===== src/hdl/rst_seq_params.svh =====
`ifndef RST_SEQ_PARAMS_SVH
`define RST_SEQ_PARAMS_SVH

// Reset-cause codes for bits [7:6] of the program flag register
`define CAUSE_WATCHDOG      2'h0
`define CAUSE_RESERVED      2'h1
`define CAUSE_LOW_VOLTAGE   2'h2
`define CAUSE_EXTERNAL      2'h3
`define CAUSE_HI_BIT        7
`define CAUSE_LO_BIT        6

// Program start address after reset
`define START_ADDR          13'h0000

// Default widths in bits and counts in system clock cycles
`define WDT_WIDTH_DEFAULT   16
`define INIT_CYCLES_DEFAULT 8
`define WARMUP_CYCLES_DEF   4096
`define INIT_CNT_WIDTH      4
`define WARM_CNT_WIDTH      13

`endif


===== src/hdl/rst_seq_pkg.sv =====
package rst_seq_pkg;

    typedef enum logic [4:0] {
        ST_HOLD   = 5'h01,
        ST_INIT   = 5'h02,
        ST_WARMUP = 5'h04,
        ST_RUN    = 5'h08,
        ST_WDT    = 5'h10
    } seq_state_t;

    // Outputs toward the core
    typedef struct packed {
        logic        core_reset_n;
        logic        reg_init;
        logic        normal_mode;
        logic [12:0] start_pc;
        logic [1:0]  cause;
    } core_ctl_t;

endpackage


===== src/hdl/rst_watchdog.sv =====
`timescale 1ns/1ps

`include "rst_seq_params.svh"

// Watchdog counter, held cleared while run is low, with a software clear strobe
module rst_watchdog #(
    parameter int WIDTH = `WDT_WIDTH_DEFAULT
) (
    input  wire logic clk,
    input  wire logic rst_n,
    input  wire logic run,
    input  wire logic clear,
    output logic      overflow
);

    logic [WIDTH-1:0] count;
    logic [WIDTH:0]   next_count;

    assign next_count = {1'b0, count} + {{WIDTH{1'b0}}, 1'b1};

    always_ff @(posedge clk or negedge rst_n) begin
        if (!rst_n) begin
            count    <= '0;
            overflow <= 1'b0;
        end else if (!run || clear) begin
            count    <= '0;
            overflow <= 1'b0;
        end else begin
            count    <= next_count[WIDTH-1:0];
            overflow <= next_count[WIDTH];
        end
    end

endmodule


===== src/hdl/system_reset_sequencer.sv =====
`timescale 1ns/1ps

`include "rst_seq_params.svh"

// Behaviour
// - A watchdog overflow before software clears it starts a full reset.
// - After a watchdog reset the core restarts in normal operating mode.
// - Once the source clears, all system registers are loaded with defaults.
// - After initialisation the core waits for oscillator warm-up.
// - When the sequence ends, fetching begins at program address 0.
// - The watchdog counter is held at zero outside RUN; in RUN it increments every cycle until overflow or clear.
// - A low-voltage trip asserts system reset.
// - A low external reset input means reset; the device runs only when high.
// - The external reset input acts both at power-up and during running.
// - At power-up reset is held until the external input is released high.
// - Bits 7:6 of the flag register give the cause: 00 wdt, 10 lvd, 11 ext.
// - While any reset is active, execution halts with the program counter 0.
// - Writing one to the clear bit zeroes the counter; zero has no effect.
module system_reset_sequencer #(
    parameter int WDT_WIDTH     = `WDT_WIDTH_DEFAULT,
    parameter int INIT_CYCLES   = `INIT_CYCLES_DEFAULT,
    parameter int WARMUP_CYCLES = `WARMUP_CYCLES_DEF
) (
    input  wire logic                CLK_SYS,
    input  wire logic                RESETN,
    input  wire logic                EXT_RESETN,
    input  wire logic                LOW_VOLTAGE_TRIP,
    input  wire logic                OSC_STABLE,
    input  wire logic                WATCHDOG_CLEAR_BIT,
    output rst_seq_pkg::core_ctl_t   CORE_CTL,
    output logic                     WDT_OVERFLOW
);

    // Counter widths must hold INIT_CYCLES and WARMUP_CYCLES
    // Both counters restart at zero on every new sequence
    logic                        ext_sync1;
    logic                        ext_sync2;
    logic                        lvd_sync1;
    logic                        lvd_sync2;
    logic                        src_rst_n;
    rst_seq_pkg::seq_state_t     state;
    rst_seq_pkg::seq_state_t     next_state;
    logic [`INIT_CNT_WIDTH-1:0]  init_cnt;
    logic [`WARM_CNT_WIDTH-1:0]  warm_cnt;
    logic [1:0]                  cause;
    logic [1:0]                  next_cause;
    logic                        wdt_ovf;
    logic                        running;
    logic                        init_done;
    logic                        warm_done;
    logic                        in_init;
    logic                        in_warm;
    logic                        wdt_reset;
    logic                        lvd_active;
    logic                        ext_active;
    logic                        next_core_release;
    logic                        next_reg_init;
    logic                        next_wdt_pulse;
    logic                        next_normal_mode;
    logic [12:0]                 next_start_pc;
    logic [`INIT_CNT_WIDTH-1:0]  next_init_cnt;
    logic [`WARM_CNT_WIDTH-1:0]  next_warm_cnt;

    // Reset release is retimed; the assert path stays asynchronous
    // low input is reset
    assign src_rst_n = RESETN && EXT_RESETN && !LOW_VOLTAGE_TRIP;

    always_ff @(posedge CLK_SYS or negedge src_rst_n) begin
        if (!src_rst_n) begin
            ext_sync1 <= 1'b0;
            ext_sync2 <= 1'b0;
        end else begin
            ext_sync1 <= 1'b1;
            ext_sync2 <= ext_sync1;
        end
    end

    // Trip level passes two flops; their reset value means tripped,
    // so a power-on reports the low-voltage cause unless EXT_RESETN is still low once they clear
    // trip resets the system
    always_ff @(posedge CLK_SYS or negedge RESETN) begin
        if (!RESETN) begin
            lvd_sync1 <= 1'b1;
            lvd_sync2 <= 1'b1;
        end else begin
            lvd_sync1 <= LOW_VOLTAGE_TRIP;
            lvd_sync2 <= lvd_sync1;
        end
    end

    // Phase decodes
    assign running   = (state == rst_seq_pkg::ST_RUN);
    assign in_init   = (state == rst_seq_pkg::ST_INIT);
    assign in_warm   = (state == rst_seq_pkg::ST_WARMUP);
    assign init_done = (init_cnt == `INIT_CNT_WIDTH'(INIT_CYCLES - 1));
    // Warm-up needs both the minimum count and a stable oscillator
    assign warm_done = (warm_cnt >= `WARM_CNT_WIDTH'(WARMUP_CYCLES - 1))
                       && OSC_STABLE;

    // Watchdog is held cleared outside RUN, so clears there are moot
    rst_watchdog #(
        .WIDTH    (WDT_WIDTH)
    ) u_watchdog (
        .clk      (CLK_SYS),
        .rst_n    (ext_sync2),
        .run      (running),
        .clear    (WATCHDOG_CLEAR_BIT),
        .overflow (wdt_ovf)
    );

    // A source must drop before the sequence may leave HOLD
    assign lvd_active = lvd_sync2;
    assign ext_active = !ext_sync2;
    assign wdt_reset  = wdt_ovf && running;

    // Sequence: HOLD, INIT, WARMUP, RUN; WDT is one cycle before INIT
    always_comb begin
        next_state = state;
        unique case (state)
            rst_seq_pkg::ST_HOLD: begin
                if (!lvd_active) begin
                    next_state = rst_seq_pkg::ST_INIT;
                end
            end
            rst_seq_pkg::ST_WDT: begin
                next_state = rst_seq_pkg::ST_INIT;
            end
            rst_seq_pkg::ST_INIT: begin
                if (init_done) begin
                    next_state = rst_seq_pkg::ST_WARMUP;
                end
            end
            rst_seq_pkg::ST_WARMUP: begin
                if (warm_done) begin
                    next_state = rst_seq_pkg::ST_RUN;
                end
            end
            rst_seq_pkg::ST_RUN: begin
                if (wdt_ovf) begin
                    next_state = rst_seq_pkg::ST_WDT;
                end
            end
        endcase
    end

    // cause encoding
    // Priority lvd over ext over watchdog; the reserved code never appears
    assign next_cause = lvd_active ? `CAUSE_LOW_VOLTAGE :
                        ext_active ? `CAUSE_EXTERNAL    :
                        wdt_reset  ? `CAUSE_WATCHDOG    :
                                     cause;

    // Counters restart whenever their phase is left
    assign next_init_cnt = in_init ? init_cnt + 1'b1 : '0;
    assign next_warm_cnt = (in_warm && !warm_done) ? warm_cnt + 1'b1 : '0;

    // start at address 0
    // Outputs follow the next state so the core sees them with it
    assign next_core_release = (next_state == rst_seq_pkg::ST_RUN);
    assign next_reg_init     = (next_state == rst_seq_pkg::ST_INIT);
    assign next_start_pc     = `START_ADDR;
    assign next_normal_mode  = 1'b1;
    assign next_wdt_pulse    = wdt_reset;

    // Any source but the watchdog drops the state straight back to HOLD
    always_ff @(posedge CLK_SYS or negedge ext_sync2) begin
        if (!ext_sync2) begin
            state <= rst_seq_pkg::ST_HOLD;
        end else begin
            state <= next_state;
        end
    end

    // Cause survives its own reset: cleared only by a new source
    always_ff @(posedge CLK_SYS or negedge RESETN) begin
        if (!RESETN) begin
            cause <= `CAUSE_LOW_VOLTAGE;
        end else begin
            cause <= next_cause;
        end
    end

    always_ff @(posedge CLK_SYS or negedge ext_sync2) begin
        if (!ext_sync2) begin
            init_cnt <= '0;
            warm_cnt <= '0;
        end else begin
            init_cnt <= next_init_cnt;
            warm_cnt <= next_warm_cnt;
        end
    end

    always_ff @(posedge CLK_SYS or negedge ext_sync2) begin
        if (!ext_sync2) begin
            CORE_CTL     <= '{core_reset_n: 1'b0, reg_init: 1'b0,
                              normal_mode: 1'b1, start_pc: `START_ADDR,
                              cause: `CAUSE_EXTERNAL};
            WDT_OVERFLOW <= 1'b0;
        end else begin
            CORE_CTL.core_reset_n <= next_core_release;
            CORE_CTL.reg_init     <= next_reg_init;
            CORE_CTL.normal_mode  <= next_normal_mode;
            CORE_CTL.start_pc     <= next_start_pc;
            CORE_CTL.cause        <= cause;
            WDT_OVERFLOW          <= next_wdt_pulse;
        end
    end

endmodule


===== config.mk =====
export PLATFORM = sky130hd
export DESIGN_NAME = system_reset_sequencer
export DESIGN_NICKNAME = d
export VERILOG_FILES = /design/src/hdl/rst_seq_pkg.sv /design/src/hdl/rst_watchdog.sv /design/src/hdl/system_reset_sequencer.sv
export VERILOG_INCLUDE_DIRS = /design/src /design/src/hdl
export SDC_FILE = /design/constraint.sdc
export NUM_CORES = 1
export LEC_CHECK = 0
export BUFFER_PORTS_ARGS = -buffer_cell sky130_fd_sc_hd__buf_2
export CORE_MARGIN = 2
export CORE_UTILIZATION = 50
export CTS_CLUSTER_DIAMETER = 150
export DETAILED_ROUTE_END_ITERATION = 10
export GPL_ROUTABILITY_DRIVEN = 1
export GPL_TIMING_DRIVEN = 0
export HOLD_SLACK_MARGIN = 0.02
export PLACE_DENSITY = 0.74
export REMOVE_ABC_BUFFERS = 1
export SETUP_SLACK_MARGIN = 0.05
export SLEW_MARGIN = 20
export SYNTH_ARGS = -nofsm -noshare
export SYNTH_HDL_FRONTEND = slang
export SYNTH_HIERARCHICAL = 1
export SYNTH_SLANG_ARGS = --single-unit

===== constraint.sdc =====
create_clock -name CLK_SYS -period 1.4 [get_ports CLK_SYS]
set_input_delay 0.21 -clock CLK_SYS [delete_from_list [all_inputs] [get_ports CLK_SYS]]
set_output_delay 0.21 -clock CLK_SYS [all_outputs]
set_load 0.02 [all_outputs]

* Word level (Yosys, flattened, before mapping)
Index checks and enable logic that the tools add are counted.
** Cells by class
- Equal/unequal tests :: 9
- Reductions and logical operators :: 9
- $add $sub $neg :: 3
- Mux-type cells :: 12
- Magnitude comparators :: 1
** Operator list (count)
- $pmux W5 S5 :: 1
- $mux W5 :: 4
- $add A16 B1 Y17 const B :: 1
- $mux W16 :: 1
- $add A13 B1 Y13 const B :: 1
- $ge A13 B12 Y1 const B :: 1
- $mux W13 :: 1
- $eq A5 B2 Y1 const B :: 2
- $eq A5 B4 Y1 const B :: 2
- $mux W2 :: 3
- $eq A5 B1 Y1 const B :: 1
- $eq A5 B3 Y1 const B :: 1
- $eq A5 B5 Y1 const B :: 1
- $logic_and A1 B1 Y1 :: 5
- $add A4 B1 Y4 const B :: 1
- $eq A4 B3 Y1 const B :: 1
- $mux W4 :: 1
- $logic_not A1 Y1 :: 3
- $ne A3 B1 Y1 const B :: 1
- $logic_or A1 B1 Y1 :: 1
- $mux W1 :: 1
** Storage, ports and cells
- Bits in registers :: 50
- Word-level logic and storage cells :: 48
- Bits of input ports :: 6
- Output and inout bits :: 19

* Logic depth before layout (Yosys ltp)
Gate-level depths: netlist of the first run.
- Depth in word-level cells :: 5
- Mapped depth :: 7
- Mapped depth without buffers :: 5

* By module
The synthesis of the first run kept the hierarchy.
** Modules (own cells, without submodules)
- system_reset_sequencer :: cells an instance 148, times used 1, sequential area each 833.3 um2, area an instance 1540.2 um2
- rst_watchdog :: cells an instance 84, times used 1, sequential area each 425.4 um2, area an instance 842.1 um2

* Least setup slack after synthesis of the first run
OpenSTA, ideal clock, no wires.
- Path type :: reg-to-reg
- Start :: register warm_cnt[0]
- End :: register warm_cnt[10]
- Setup time :: 0.071 ns
- Data arrival time :: 1.613 ns
- Data required time :: 1.329 ns
- Clock period less this slack :: 1.685 ns
- Stages on the path, launching flop included :: 8
- Slack :: -0.285 ns
- Cell sequence :: dfrtp_1 > ha_1 > clkbuf_1 > o2111a_1 > or3_1 > buf_2 > buf_6 > nor2_1
** Between the ends
- Cells in the longest elaborated chain, start to end :: 5
** Ends and longest elaborated chain
- from (decl) :: RTL line system_reset_sequencer.sv:44 : logic [`WARM_CNT_WIDTH-1:0] warm_cnt;
- from (signal assigned) :: RTL line system_reset_sequencer.sv:189 : warm_cnt <= next_warm_cnt;
- $ge A13 B12 Y1 :: RTL line system_reset_sequencer.sv:97 : assign warm_done = (warm_cnt >= `WARM_CNT_WIDTH'(WARMUP_CYCLES - 1))
- $logic_and A1 B1 Y1 :: RTL line system_reset_sequencer.sv:97
- $logic_not A1 Y1 :: RTL line system_reset_sequencer.sv:155 : assign next_warm_cnt = (in_warm && !warm_done) ? warm_cnt + 1'b1 : '0;
- $logic_and A1 B1 Y1 :: RTL line system_reset_sequencer.sv:155
- $mux W13 (*) :: RTL line system_reset_sequencer.sv:155
- named net next_warm_cnt[10] :: RTL line system_reset_sequencer.sv:62 : logic [`WARM_CNT_WIDTH-1:0] next_warm_cnt;
The timed path passes the listed nets; every way through them passes the cells marked *.
A chain may end at the register's enable or synchronous reset.

* Worst setup path in the final report of the first run
- Start :: register u_watchdog.count[1]
- End :: register u_watchdog.count[15]
** Between the ends
- Cells in the longest elaborated chain, start to end :: 2
** Ends and longest elaborated chain
- from (decl) :: RTL line rst_watchdog.sv:16 : logic [WIDTH-1:0] count;
- from (signal assigned) :: RTL line rst_watchdog.sv:29 : count <= next_count[WIDTH-1:0];
- $add A16 B1 Y17 :: RTL line rst_watchdog.sv:19 : assign next_count = {1'b0, count} + {{WIDTH{1'b0}}, 1'b1};
- $mux W16 :: RTL line rst_watchdog.sv:25 : end else if (!run || clear) begin
Every way passes these cells.

==> results of run 1 <==
[power groups by stage]
stage / clock, mW / sequential [mW] / combinational, mW
2_1_floorplan: 0 / 1.51 / 0.0366
5_1_grt: 0.938 / 1.47 / 0.0979
3_5_place_dp: 0 / 1.50 / 0.0768
3_3_place_gp: 0 / 1.52 / 0.0513
6_report: 0.871 / 1.47 / 0.0884
4_1_cts: 0.882 / 1.47 / 0.0885
[synthesized netlist by cell type, drive strengths merged (6+ instances only)]
library cell and instances:
nand4 7, nor2 26, xor2 13, and2 6, nand2 15, inv 8
dfstp 6, nand3 15, a21oi 9, dfrtp 44, nand2b 6, o21ai 7
buf 21
[stage by stage]
stage / std cells / util
finish: 327 / 0.652
global route: 327 / 0.652
CTS: 320 / 0.617
detailed placement: 288 / 0.515
global placement: 287 / 0.511
floorplan: 223 / -
[layer usage]
layer,wire length [um],share of wire,up-vias,GRT usage
met3,184,0.032,19,0.0497
met1,2360,0.42,971,0.261
met4,209,0.037,0,0.113
met5,0,0,-,0
li1,-,-,856,-
met2,2930,0.52,50,0.341
[timing repair]
action,4_1_cts,5_1_grt
setup endpoints to repair,33,36
gates cloned,3,1
hold buffers,4,0
hold endpoints to repair,7,0
buffers inserted,17,6
resized for setup,42,34
pin swaps,20,15
[logic make-up (layout without fill, tap and decap cells)]
| group | count (synthesis) | in the layout | synth area share |
|---|---|---|---|
| AOI/OAI and AO/OA | 27 | 27 | 0.0704 |
| xor gates and xnor gates | 17 | 17 | 0.0625 |
| adders and majority gates | 3 | 3 | 0.0158 |
| buffers and inverters | 30 | 55 | 0.0835 |
| DFF | 50 | 50 | 0.528 |
| muxes | 3 | 3 | 0.0126 |
| other | 2 | 15 | 0.00315 |
| and+or+nand+nor | 100 | 103 | 0.224 |
[flip-flops by register name, indices dropped and copies added, names as in the netlist]
name / flops
cause: 2
u_watchdog/overflow: 1
lvd_active: 1
WDT_OVERFLOW: 1
ext_sync1: 1
warm_cnt: 13
init_cnt: 4
state: 5
CORE_CTL: 4
ext_sync2: 1
lvd_sync1: 1
u_watchdog/count: 16
[critical path, stage by stage, from the launching register on]
cell and delay [ns]:
dfrtp_1 0.42, buf_6 0.12, nand4_1 0.15, buf_6 0.18, nor4_2 0.32, mux2i_1 0.27
[layout make-up]
class / count / area, sq um / area share
clock buffer: 7 / 86.3 / 0.0284
clock inverter: 1 / 5.00 / 0.00165
inverter: 8 / 30.0 / 0.00989
multi-input combinational: 168 / 1250 / 0.411
sequential: 50 / 1270 / 0.419
tap: 54 / 67.6 / 0.0222
timing repair buffer: 39 / 327 / 0.108
[worst paths after layout]
kind                                      from                   end  slack, ns  depth (start not counted)
max                        u_watchdog/count[1]  u_watchdog/count[15]      -0.16                          5
min                                  ext_sync2   u_watchdog/count[0]       0.16                          0
max reg2reg                u_watchdog/count[1]  u_watchdog/count[15]      -0.16                          5
min reg2reg                          ext_sync2   u_watchdog/count[0]       0.16                          0
max in group asynchronous               RESETN             ext_sync2       0.25                          5
min in group CLK_SYS        WATCHDOG_CLEAR_BIT   u_watchdog/overflow       0.30                          4
==> impl_results.md, run 1 <==
- Outcome: complete, but fails checks
- Failing checks: setup timing
- Fin worst setup slack: -0.155 ns
- Total chip power: around 2.4 mW
- Die height: around 73 um
- Commonest non-fill, non-tap cell in the layout: dfrtp_1
- Depth of the CTS H-tree: 2
- Via-per-instance ratio: 5.80
- Power per cell area: around 800 nW/um^2
- WHS: ~0.16 ns
- Minimum clock period: roughly 1.6 ns
- Largest net degree at the start of global routing: 34
- Number of synthesized flops with an enable pin: 0
- Top cell type by total area after synthesis: dfrtp_1
- Critical setup path kind: flip-flop to flip-flop
- Asr flop ratio synth: 1.00
- Initial core utilization: 0.511
- Area grow syn2layout: 27.5%
- Net Sw Power: between 500 and 600 uW
- Seq/Total Area, Yosys: 0.528
- Skew final: ~0.005 ns
- Critical path arrival: ~1.8 ns
- Site Rows: 25
- GRT Overall Usage: 0.211
- Die Wd: between 70 and 80 um
- # setup viols final: 26
- Fill cells: between 300 and 400
- Area share of the largest cell type after synthesis: 0.462
- Antenna-violating nets left: 0
- DR WL/cell: between 15 and 20 um
- Global placement routability congestion: ~0.7
- #FFs+latches synth: 50
- Max-slew violations: 0
- First-pass GRT wire length: between 8000 and 9000 um
- Final Cycle Share: 1.11
- Worst-path fanout max: 5
- Final nets: ~280
- HPWL after detailed placement: ~2800 um
- Aggregate routed wire length: roughly 5700 um
- Crit path required time: 1.62 ns
- Mean post-synth cell area: around 10 sq um
- Initial antenna violation count: 0
- # IOs: 25
- Pre-antenna DRT Iters: 4
- Comb power frac: 0.036
- Synth area leaders: dfrtp_1, dfstp_2, xor2_1
- Total number of vias: 1896
- Synth warn: 6
- Fmax: between 0.6 and 0.7 GHz
- Main flop type after synthesis: dfrtp_1
- Antenna diode instance count: 0
- Final-report hold violation count: 0
- Commonest non-fill, non-tap cells in the layout: dfrtp_1, nor2_1, conb_1, buf_4, nand2_1
- TritonCTS sink count: 50
- RSZ-0062 raised after global routing: true
- VDD IR max: approximately 0.66 mV
- Max_cap viols: 0
- Synth Instances: approximately 230
- IO Port Bufs: 10
- Leak pwr: 1.29 nW
- Clock Latency Late Sink: 0.31 ns
- Clock share of power: 0.359
- Design Area, Final: approximately 3000 sq um
- Fraction of layout cells with a size suffix above 1: 0.396
- Dpl ws: -0.620 ns
- Root Driver: clkbuf_8
- Setup crit start kind: flip-flop
- CTS tree: yes
- CTS clk-pin slew, worst paths: 0.08 ns
- Internal power: about 1.9 mW
- Synthesized area: around 2400 sq um
- Crit end category: flip-flop
- Core Region: approximately 4700 sq um
- Grt total ovfl: 0
- Sequential share of power: 0.605
- Post-synthesis cell type count: 38
- DR iter-0 viols: 148
- Max Root-Sink Buffers: 2
- Num CTS Buffers: 5
- Hold Crit Class: flip-flop to async pin
- Die area: around 5300 sq um
- Setup TNS: -2.32 ns
- DRC Markers: 0
- Vias in the first global route: 1780
- Switching Fraction: 0.227
- Area after DPL: 2400 sq um
Power figures use the tool's default switching activity.
==> inputs of run 2 (changes only) <==
--- a/config.mk
+++ b/config.mk
@@ -7,7 +7,7 @@
 export NUM_CORES = 1
 export LEC_CHECK = 0
 export BUFFER_PORTS_ARGS = -buffer_cell sky130_fd_sc_hd__buf_2
-export CORE_MARGIN = 2
+export CORE_MARGIN = 1
 export CORE_UTILIZATION = 50
 export CTS_CLUSTER_DIAMETER = 150
 export DETAILED_ROUTE_END_ITERATION = 10
@@ -20,5 +20,4 @@
 export SLEW_MARGIN = 20
 export SYNTH_ARGS = -nofsm -noshare
 export SYNTH_HDL_FRONTEND = slang
-export SYNTH_HIERARCHICAL = 1
 export SYNTH_SLANG_ARGS = --single-unit
==> run 2 against run 1 <==
Against the previous run: wire length shrank 18%; highest routed layer unchanged; cell count shrank 5.5%; critical path type unchanged; the run still ends with setup timing left; via count shrank 13%; largest power group unchanged; critical endpoint is now state[1].
==> impl_results.md, run 2 <==
- Outcome: complete, but fails checks
- Failing checks: setup timing
- Area grow syn2layout: 18.5%
- GRT Overall Usage: 0.193 (-0.0184)
- Initial antenna violation count: 0 (unchanged)
- Critical setup path kind: flip-flop to flip-flop
- Aggregate routed wire length: 4680 um (-18%)
- Synth area leaders: dfrtp_1, dfstp_2, xor2_1
- Largest net degree at the start of global routing: 33 (-2.9%)
- CP cell instances: or3_4 -> or3_4 -> o22ai_4 -> buf_6 -> a2bb2oi_2
- Critical path arrival: 2.01 ns (+0.23 ns)
- CTS tree: yes
- Clock share of power: 0.360 (about the same)
- Root Driver: clkbuf_8
- Largest Register: u_watchdog.count
- Commonest non-fill, non-tap cells in the layout: dfrtp_1, nor2_2, xor2_1, nor2_1
- Sequential share of power: 0.604 (about the same)
- Num CTS Buffers: 5 (unchanged)
- Top cell type by total area after synthesis: dfrtp_1
- Synth Instances: 230 (-0.86%)
- Die area: 5020 sq um (-5.8%)
- #FFs+latches synth: 50 (unchanged)
- Seq/Total Area, Yosys: 0.531 (+0.00251)
- Mean post-synth cell area: 10.3 sq um (+0.39%)
- Fraction of layout cells with a size suffix above 1: 0.335 (-0.0610)
- Number of synthesized flops with an enable pin: 0 (unchanged)
- Die height: 70.9 um (-3.0%)
- Worst path most repeated cell: or3_4
- Post-synthesis cell type count: 42 (+11%)
- Skew final: 0.0159 ns (+0.0109 ns)
- Placed Instances: 284 (-1.4%)
- Worst-path fanout max: 4 (-1)
- Depth of the CTS H-tree: 2 (unchanged)
- CTS clk-pin slew, worst paths: 0.10 ns (+0.02 ns)
- Core Region: 4440 sq um (-4.6%)
- IO Port Bufs: 10 (unchanged)
- Power per cell area: 869 nW/um^2 (+8.6%)
- Global placement routability congestion: 0.739 (+2.6%)
- Antenna diode instance count: 0 (unchanged)
- Site Rows: 24 (-4.0%)
- DR iter-0 viols: 137 (-7.4%)
- Leak pwr: 1.25 nW (-3.3%)
- RSZ-0062 raised after global routing: true
- Crit path required time: 1.64 ns (+0.02 ns)
- Synth warn: 0 (-6)
- Top cells by count, synth: dfrtp_1, nor2_1, xor2_1
- Fmax: 0.563 GHz (-12%)
- Post-layout util: 0.632 (-0.0195)
- Regs by FF count: u_watchdog.count x16, warm_cnt x13, state x5
- Antenna-violating nets left: 0 (unchanged)
- Max_cap viols: 0 (unchanged)
- HPWL after detailed placement: 2470 um (-11%)
- # IOs: 25 (unchanged)
- Max-slew violations: 0 (unchanged)
- Area share of the largest cell type after synthesis: 0.464 (+0.00220)
- Internal power: 1.88 mW (about the same)
- WHS: 0.156 ns (-0.00829 ns)
- Via-per-instance ratio: 5.35 (-7.7%)
- Switching Fraction: 0.230 (+0.00291)
- Final Cycle Share: 1.27 (+0.158)
- Commonest non-fill, non-tap cell in the layout: dfrtp_1
- TritonCTS sink count: 50 (unchanged)
- Comb power frac: 0.036 (about the same)
- Final-report hold violation count: 0 (unchanged)
- Main flop type after synthesis: dfrtp_1
- Crit end category: flip-flop
- DR WL/cell: 15.1 um (-13%)
- Top-count cell post-synth: dfrtp_1
- Fin cells: 309 (-5.5%)
- Slowest CP cell: dfrtp_2
- Initial core utilization: 0.534 (+0.0224)
- First-pass GRT wire length: 7530 um (-12%)
- Final nets: 265 (-5.7%)
- Hold Crit Class: flip-flop to async pin
- Fin worst setup slack: -0.377 ns (-0.222 ns)
- Minimum clock period: 1.78 ns (+0.222 ns)
- Total number of vias: 1653 (-13%)
- DRC Markers: 0 (unchanged)
- Net Sw Power: 560 uW (+1.7%)
- Clock Latency Late Sink: 0.30 ns (about the same)
- Setup crit start kind: flip-flop
- Max reg flops: 16 (unchanged)
- Die Wd: 70.9 um (-3.0%)
- Asr flop ratio synth: 1.00 (unchanged)
- Synthesized area: 2370 sq um (-0.47%)
- Pre-antenna DRT Iters: 6 (+2)
- VDD IR max: 0.692 mV (+4.2%)
- # setup viols final: 38 (+46%)
- Fill cells: 354 (+12%)
- Vias in the first global route: 1605 (-9.8%)
- Max Root-Sink Buffers: 2 (unchanged)
- CP max stage delay: 0.42 ns (about the same)
- Grt total ovfl: 0 (unchanged)
-- run 2: logic make-up (layout without fill, tap and decap cells) --
kind of cell    count (synthesis)  after routing  synth area share
other cells                     2             15           0.00317
mux                             1              1           0.00422
flops                          50             50             0.531
fa+ha+maj                       3              3            0.0158
compound gates                 15             15            0.0459
buf+inv                        27             38            0.0718
xor+xnor                       28             28             0.103
simple gates                  104            107             0.225
-- run 2: power groups by stage --
stage	Combinational [mW]	Sequential, mW	Clock, mW
2_1_floorplan	0.0384	1.51	0
3_3_place_gp	0.0531	1.52	0
3_5_place_dp	0.0769	1.50	0
4_1_cts	0.0872	1.47	0.874
5_1_grt	0.0968	1.48	0.945
6_report	0.0875	1.47	0.879
-- run 2: final timing paths --
kind,from,end,slack [ns],depth (start not counted)
setup / recovery,state[1],state[1],-0.38,5
hold / removal,ext_sync2,u_watchdog.count[11],0.16,0
setup reg to reg,state[1],state[1],-0.38,5
hold reg to reg,ext_sync2,u_watchdog.count[11],0.16,0
max in group asynchronous,RESETN,ext_sync2,0.24,5
min in group CLK_SYS,WATCHDOG_CLEAR_BIT,u_watchdog.count[15],0.28,3
-- run 2: stage by stage --
step                total power, mW  instance area [sq um]  setup TNS (ns)  worst slack [ns]
floorplan                      1.55                   2270          -11.30            -0.483
global placement               1.57                   2380          -39.50            -0.706
detailed placement             1.58                   2400          -19.15            -0.742
CTS                            2.43                   2690           -8.60            -0.383
global route                   2.52                   2810          -10.14            -0.433
finish                         2.44                   2810           -8.89            -0.377
-- run 2: what timing repair did --
action | CTS | global route
setup buffers | 5 | 5
resized for setup | 22 | 22
setup endpoints to repair | 39 | 43
pin swaps | 33 | 9
hold buffers | 4 | 0
endpoints found under the hold margin | 7 | 0
cloned | 3 | 0
-- run 2: final cells by class --
class / instances / area [sq um] / area share
repair buffers: 25 / 189 / 0.0673
inverters: 5 / 18.8 / 0.00668
multi-input cells: 169 / 1180 / 0.420
flip-flops and latches: 50 / 1260 / 0.450
clock inverters: 1 / 5.00 / 0.00178
clock buffers: 7 / 86.3 / 0.0307
well taps: 52 / 65.1 / 0.0232
-- run 2: worst max-delay path, delay by kind of cell (launching register included) --
family | cells | cell delay (ns)
buf+inv | 1 | 0.15
compound gates | 2 | 0.37
simple gates | 2 | 0.76
flops | 1 | 0.42
-- run 2: per-layer routing --
metal,vias up,routed length (um),global-route usage
met4,0,62,0.0644
met2,46,2380,0.310
met1,807,2080,0.265
li1,794,-,-
met3,6,150,0.0370
met5,-,0,0
==> inputs of run 3 (changes only) <==
--- a/config.mk
+++ b/config.mk
@@ -15,6 +15,7 @@
 export GPL_TIMING_DRIVEN = 0
 export HOLD_SLACK_MARGIN = 0.02
 export PLACE_DENSITY = 0.74
+export RECOVER_POWER = 50
 export REMOVE_ABC_BUFFERS = 1
 export SETUP_SLACK_MARGIN = 0.05
 export SLEW_MARGIN = 20
==> constraint.sdc (replaced) <==
create_clock -name CLK_SYS -period 1.4 [get_ports CLK_SYS]
set_input_delay 0.35 -clock CLK_SYS [delete_from_list [all_inputs] [get_ports CLK_SYS]]
set_output_delay 0.35 -clock CLK_SYS [all_outputs]
set_load 0.02 [all_outputs]
==> run 3 against run 2 <==
Against the previous run: worst setup slack better by 0.00098 ns; global-route usage about the same; largest power group unchanged; final area down 0.71%; flip-flop and latch count unchanged; the run still ends with setup timing left.
==> impl_results.md, run 3 (same netlist as run 2, synthesis figures left out) <==
- CTS tree: yes
- Fmax: 0.563 GHz (about the same)
- Largest net degree at the start of global routing: 33 (unchanged)
- Critical setup path kind: flip-flop to flip-flop
- TritonCTS sink count: 50 (unchanged)
- CP bufs+invs: 1 (unchanged)
- Slowest CP cell: dfrtp_2
- Skew final: 0.0164 ns (+0.000492 ns)
- Crit path required time: 1.64 ns (about the same)
- Core Region: 4440 sq um (unchanged)
- CP cell instances: or3_4 -> or3_4 -> o22ai_4 -> buf_6 -> a2bb2oi_2
- Antenna-violating nets left: 0 (unchanged)
- Clock Latency Late Sink: 0.30 ns (about the same)
- Power per cell area: 872 nW/um^2 (+0.38%)
- Die area: 5020 sq um (unchanged)
- Worst-path fanout max: 4 (unchanged)
- Max_slew headroom: 0.619
- Setup crit start kind: flip-flop
- Area grow syn2layout: 17.6%
- First-pass GRT wire length: 7490 um (-0.54%)
- Largest Register: u_watchdog.count
- Total number of vias: 1653 (unchanged)
- Initial core utilization: 0.534 (unchanged)
- Hold Crit Class: flip-flop to async pin
- R2r setup slk: -0.38 ns (about the same)
- Crit end category: flip-flop
- Initial antenna violation count: 0 (unchanged)
- Worst path most repeated cell: or3_4
- Total chip power: 2.43 mW (-0.34%)
- Antenna diode instance count: 0 (unchanged)
- Critical path arrival: 2.01 ns (about the same)
- GRT Overall Usage: 0.192 (-0.000308)
- CTS clk-pin slew, worst paths: 0.10 ns (about the same)
- Max_cap viols: 0 (unchanged)
- CP max stage delay: 0.42 ns (about the same)
- Final-report hold violation count: 0 (unchanged)
- Die height: 70.9 um (unchanged)
- # setup viols final: 38 (unchanged)
- Final nets: 264 (-0.38%)
- Aggregate routed wire length: 4690 um (+0.24%)
- Outcome: complete, but fails checks
- Max reg flops: 16 (unchanged)
- HPWL after detailed placement: 2470 um (unchanged)
- DRC Markers: 0 (unchanged)
- Leak pwr: 1.24 nW (-0.81%)
- Setup TNS: -8.84 ns (+0.0461 ns)
- # IOs: 25 (unchanged)
- Fin worst setup slack: -0.376 ns (+0.000975 ns)
- Max Root-Sink Buffers: 2 (unchanged)
- Max-slew violations: 0 (unchanged)
- Fraction of layout cells with a size suffix above 1: 0.328 (-0.00651)
- Die Wd: 70.9 um (unchanged)
- DR WL/cell: 15.2 um (+0.56%)
- DR iter-0 viols: 162 (+18%)
- Pre-antenna DRT Iters: 6 (unchanged)
- Global placement routability congestion: 0.739 (unchanged)
- Worst Tran Pin Value: 0.572 ns
- VDD IR max: 0.694 mV (+0.33%)
- Root Driver: clkbuf_8
- RSZ-0062 raised after global routing: true
- Grt total ovfl: 0 (unchanged)
- Minimum clock period: 1.78 ns (-0.000975 ns)
- Via-per-instance ratio: 5.37 (+0.32%)
- IO Port Bufs: 10 (unchanged)
- CP top delay family: simple AND/OR/NAND/NOR gates
- Failing checks: setup timing
- Worst R2R Path Depth: 5 (unchanged)
- Commonest non-fill, non-tap cell in the layout: dfrtp_1
- Num CTS Buffers: 5 (unchanged)
- Vias in the first global route: 1583 (-1.4%)
- Reg-to-Reg Start: state[1]
- Commonest non-fill, non-tap cells in the layout: dfrtp_1, nor2_2, xor2_1, nor2_1
- Regs by FF count: u_watchdog.count x16, warm_cnt x13, state x5
- Final Cycle Share: 1.27 (about the same)
- Site Rows: 24 (unchanged)
- FF-to-FF End: state[1]
- Depth of the CTS H-tree: 2 (unchanged)
run 3: cell count changes in the layout (fill, tap and decap cells not counted):
cell and change:
buf_12 -1, dlygate4sd3_1 -1, buf_4 +2, buf_2 -3
dfrtp_1 +1, clkbuf_4 +1, dfrtp_2 -1, clkbuf_1 +1
run 3: through the flow:
| step | std cells | setup WS, ns | hold WS [ns] | utilization | cell area [sq um] |
|---|---|---|---|---|---|
| after global routing | 308 | -0.433 | 0.291 | 0.628 | 2790 |
| after detailed placement | 284 | -0.742 | 0.161 | 0.541 | 2400 |
| after CTS | 303 | -0.383 | 0.158 | 0.604 | 2680 |
| after floorplan | 221 | -0.483 | 0.0544 | - | 2270 |
| final | 308 | -0.376 | 0.218 | 0.628 | 2790 |
| after global placement | 283 | -0.706 | 0.161 | 0.536 | 2380 |
run 3: final cells by class:
| type | count | area (sq um) |
|---|---|---|
| fillers | 355 | 1660 |
| flip-flops and latches | 50 | 1260 |
| multi-input cells | 169 | 1180 |
| repair buffers | 24 | 170 |
| clock buffers | 7 | 86.3 |
| well taps | 52 | 65.1 |
| inverters | 5 | 18.8 |
| clock inverters | 1 | 5.00 |
run 3: how the worst max path moves through the flow:
stage	startpoint	to	cells past startpoint
floorplan	state[1]	warm_cnt[12]	5
global placement	state[1]	state[2]	5
detailed placement	state[1]	warm_cnt[9]	5
CTS	state[1]	warm_cnt[9]	5
global route	init_cnt[0]	state[2]	7
finish	state[1]	state[1]	5
run 3: repair_timing:
| item | in CTS | in global routing |
|---|---|---|
| gates resized for setup | 22 | 24 |
| endpoints found under the setup margin | 39 | 46 |
| gates cloned | 3 | 0 |
| hold buffers | 3 | 1 |
| setup buffers | 5 | 5 |
| endpoints found under the hold margin | 3 | 2 |
| pin swaps | 33 | 9 |
run 3: worst register-to-register path: stages, from the launching register on:
cell and delay [ns]:
dfrtp_2 0.42, or3_4 0.41, or3_4 0.35, o22ai_4 0.26
buf_6 0.15, a2bb2oi_2 0.12
run 3: power breakdown:
| part | total [mW] | internal (mW) | switching [mW] |
|---|---|---|---|
| clock | 0.877 | 0.400 | 0.477 |
| sequential | 1.47 | 1.46 | 0.0158 |
| combinational | 0.0822 | 0.0177 | 0.0645 |
| total | 2.43 | 1.88 | 0.557 |
run 3: per-layer routing:
layer / GRT usage / routed length (um)
met1: 0.264 / 2100
met2: 0.310 / 2370
met3: 0.0370 / 145
met4: 0.0644 / 70
met5: 0 / 0
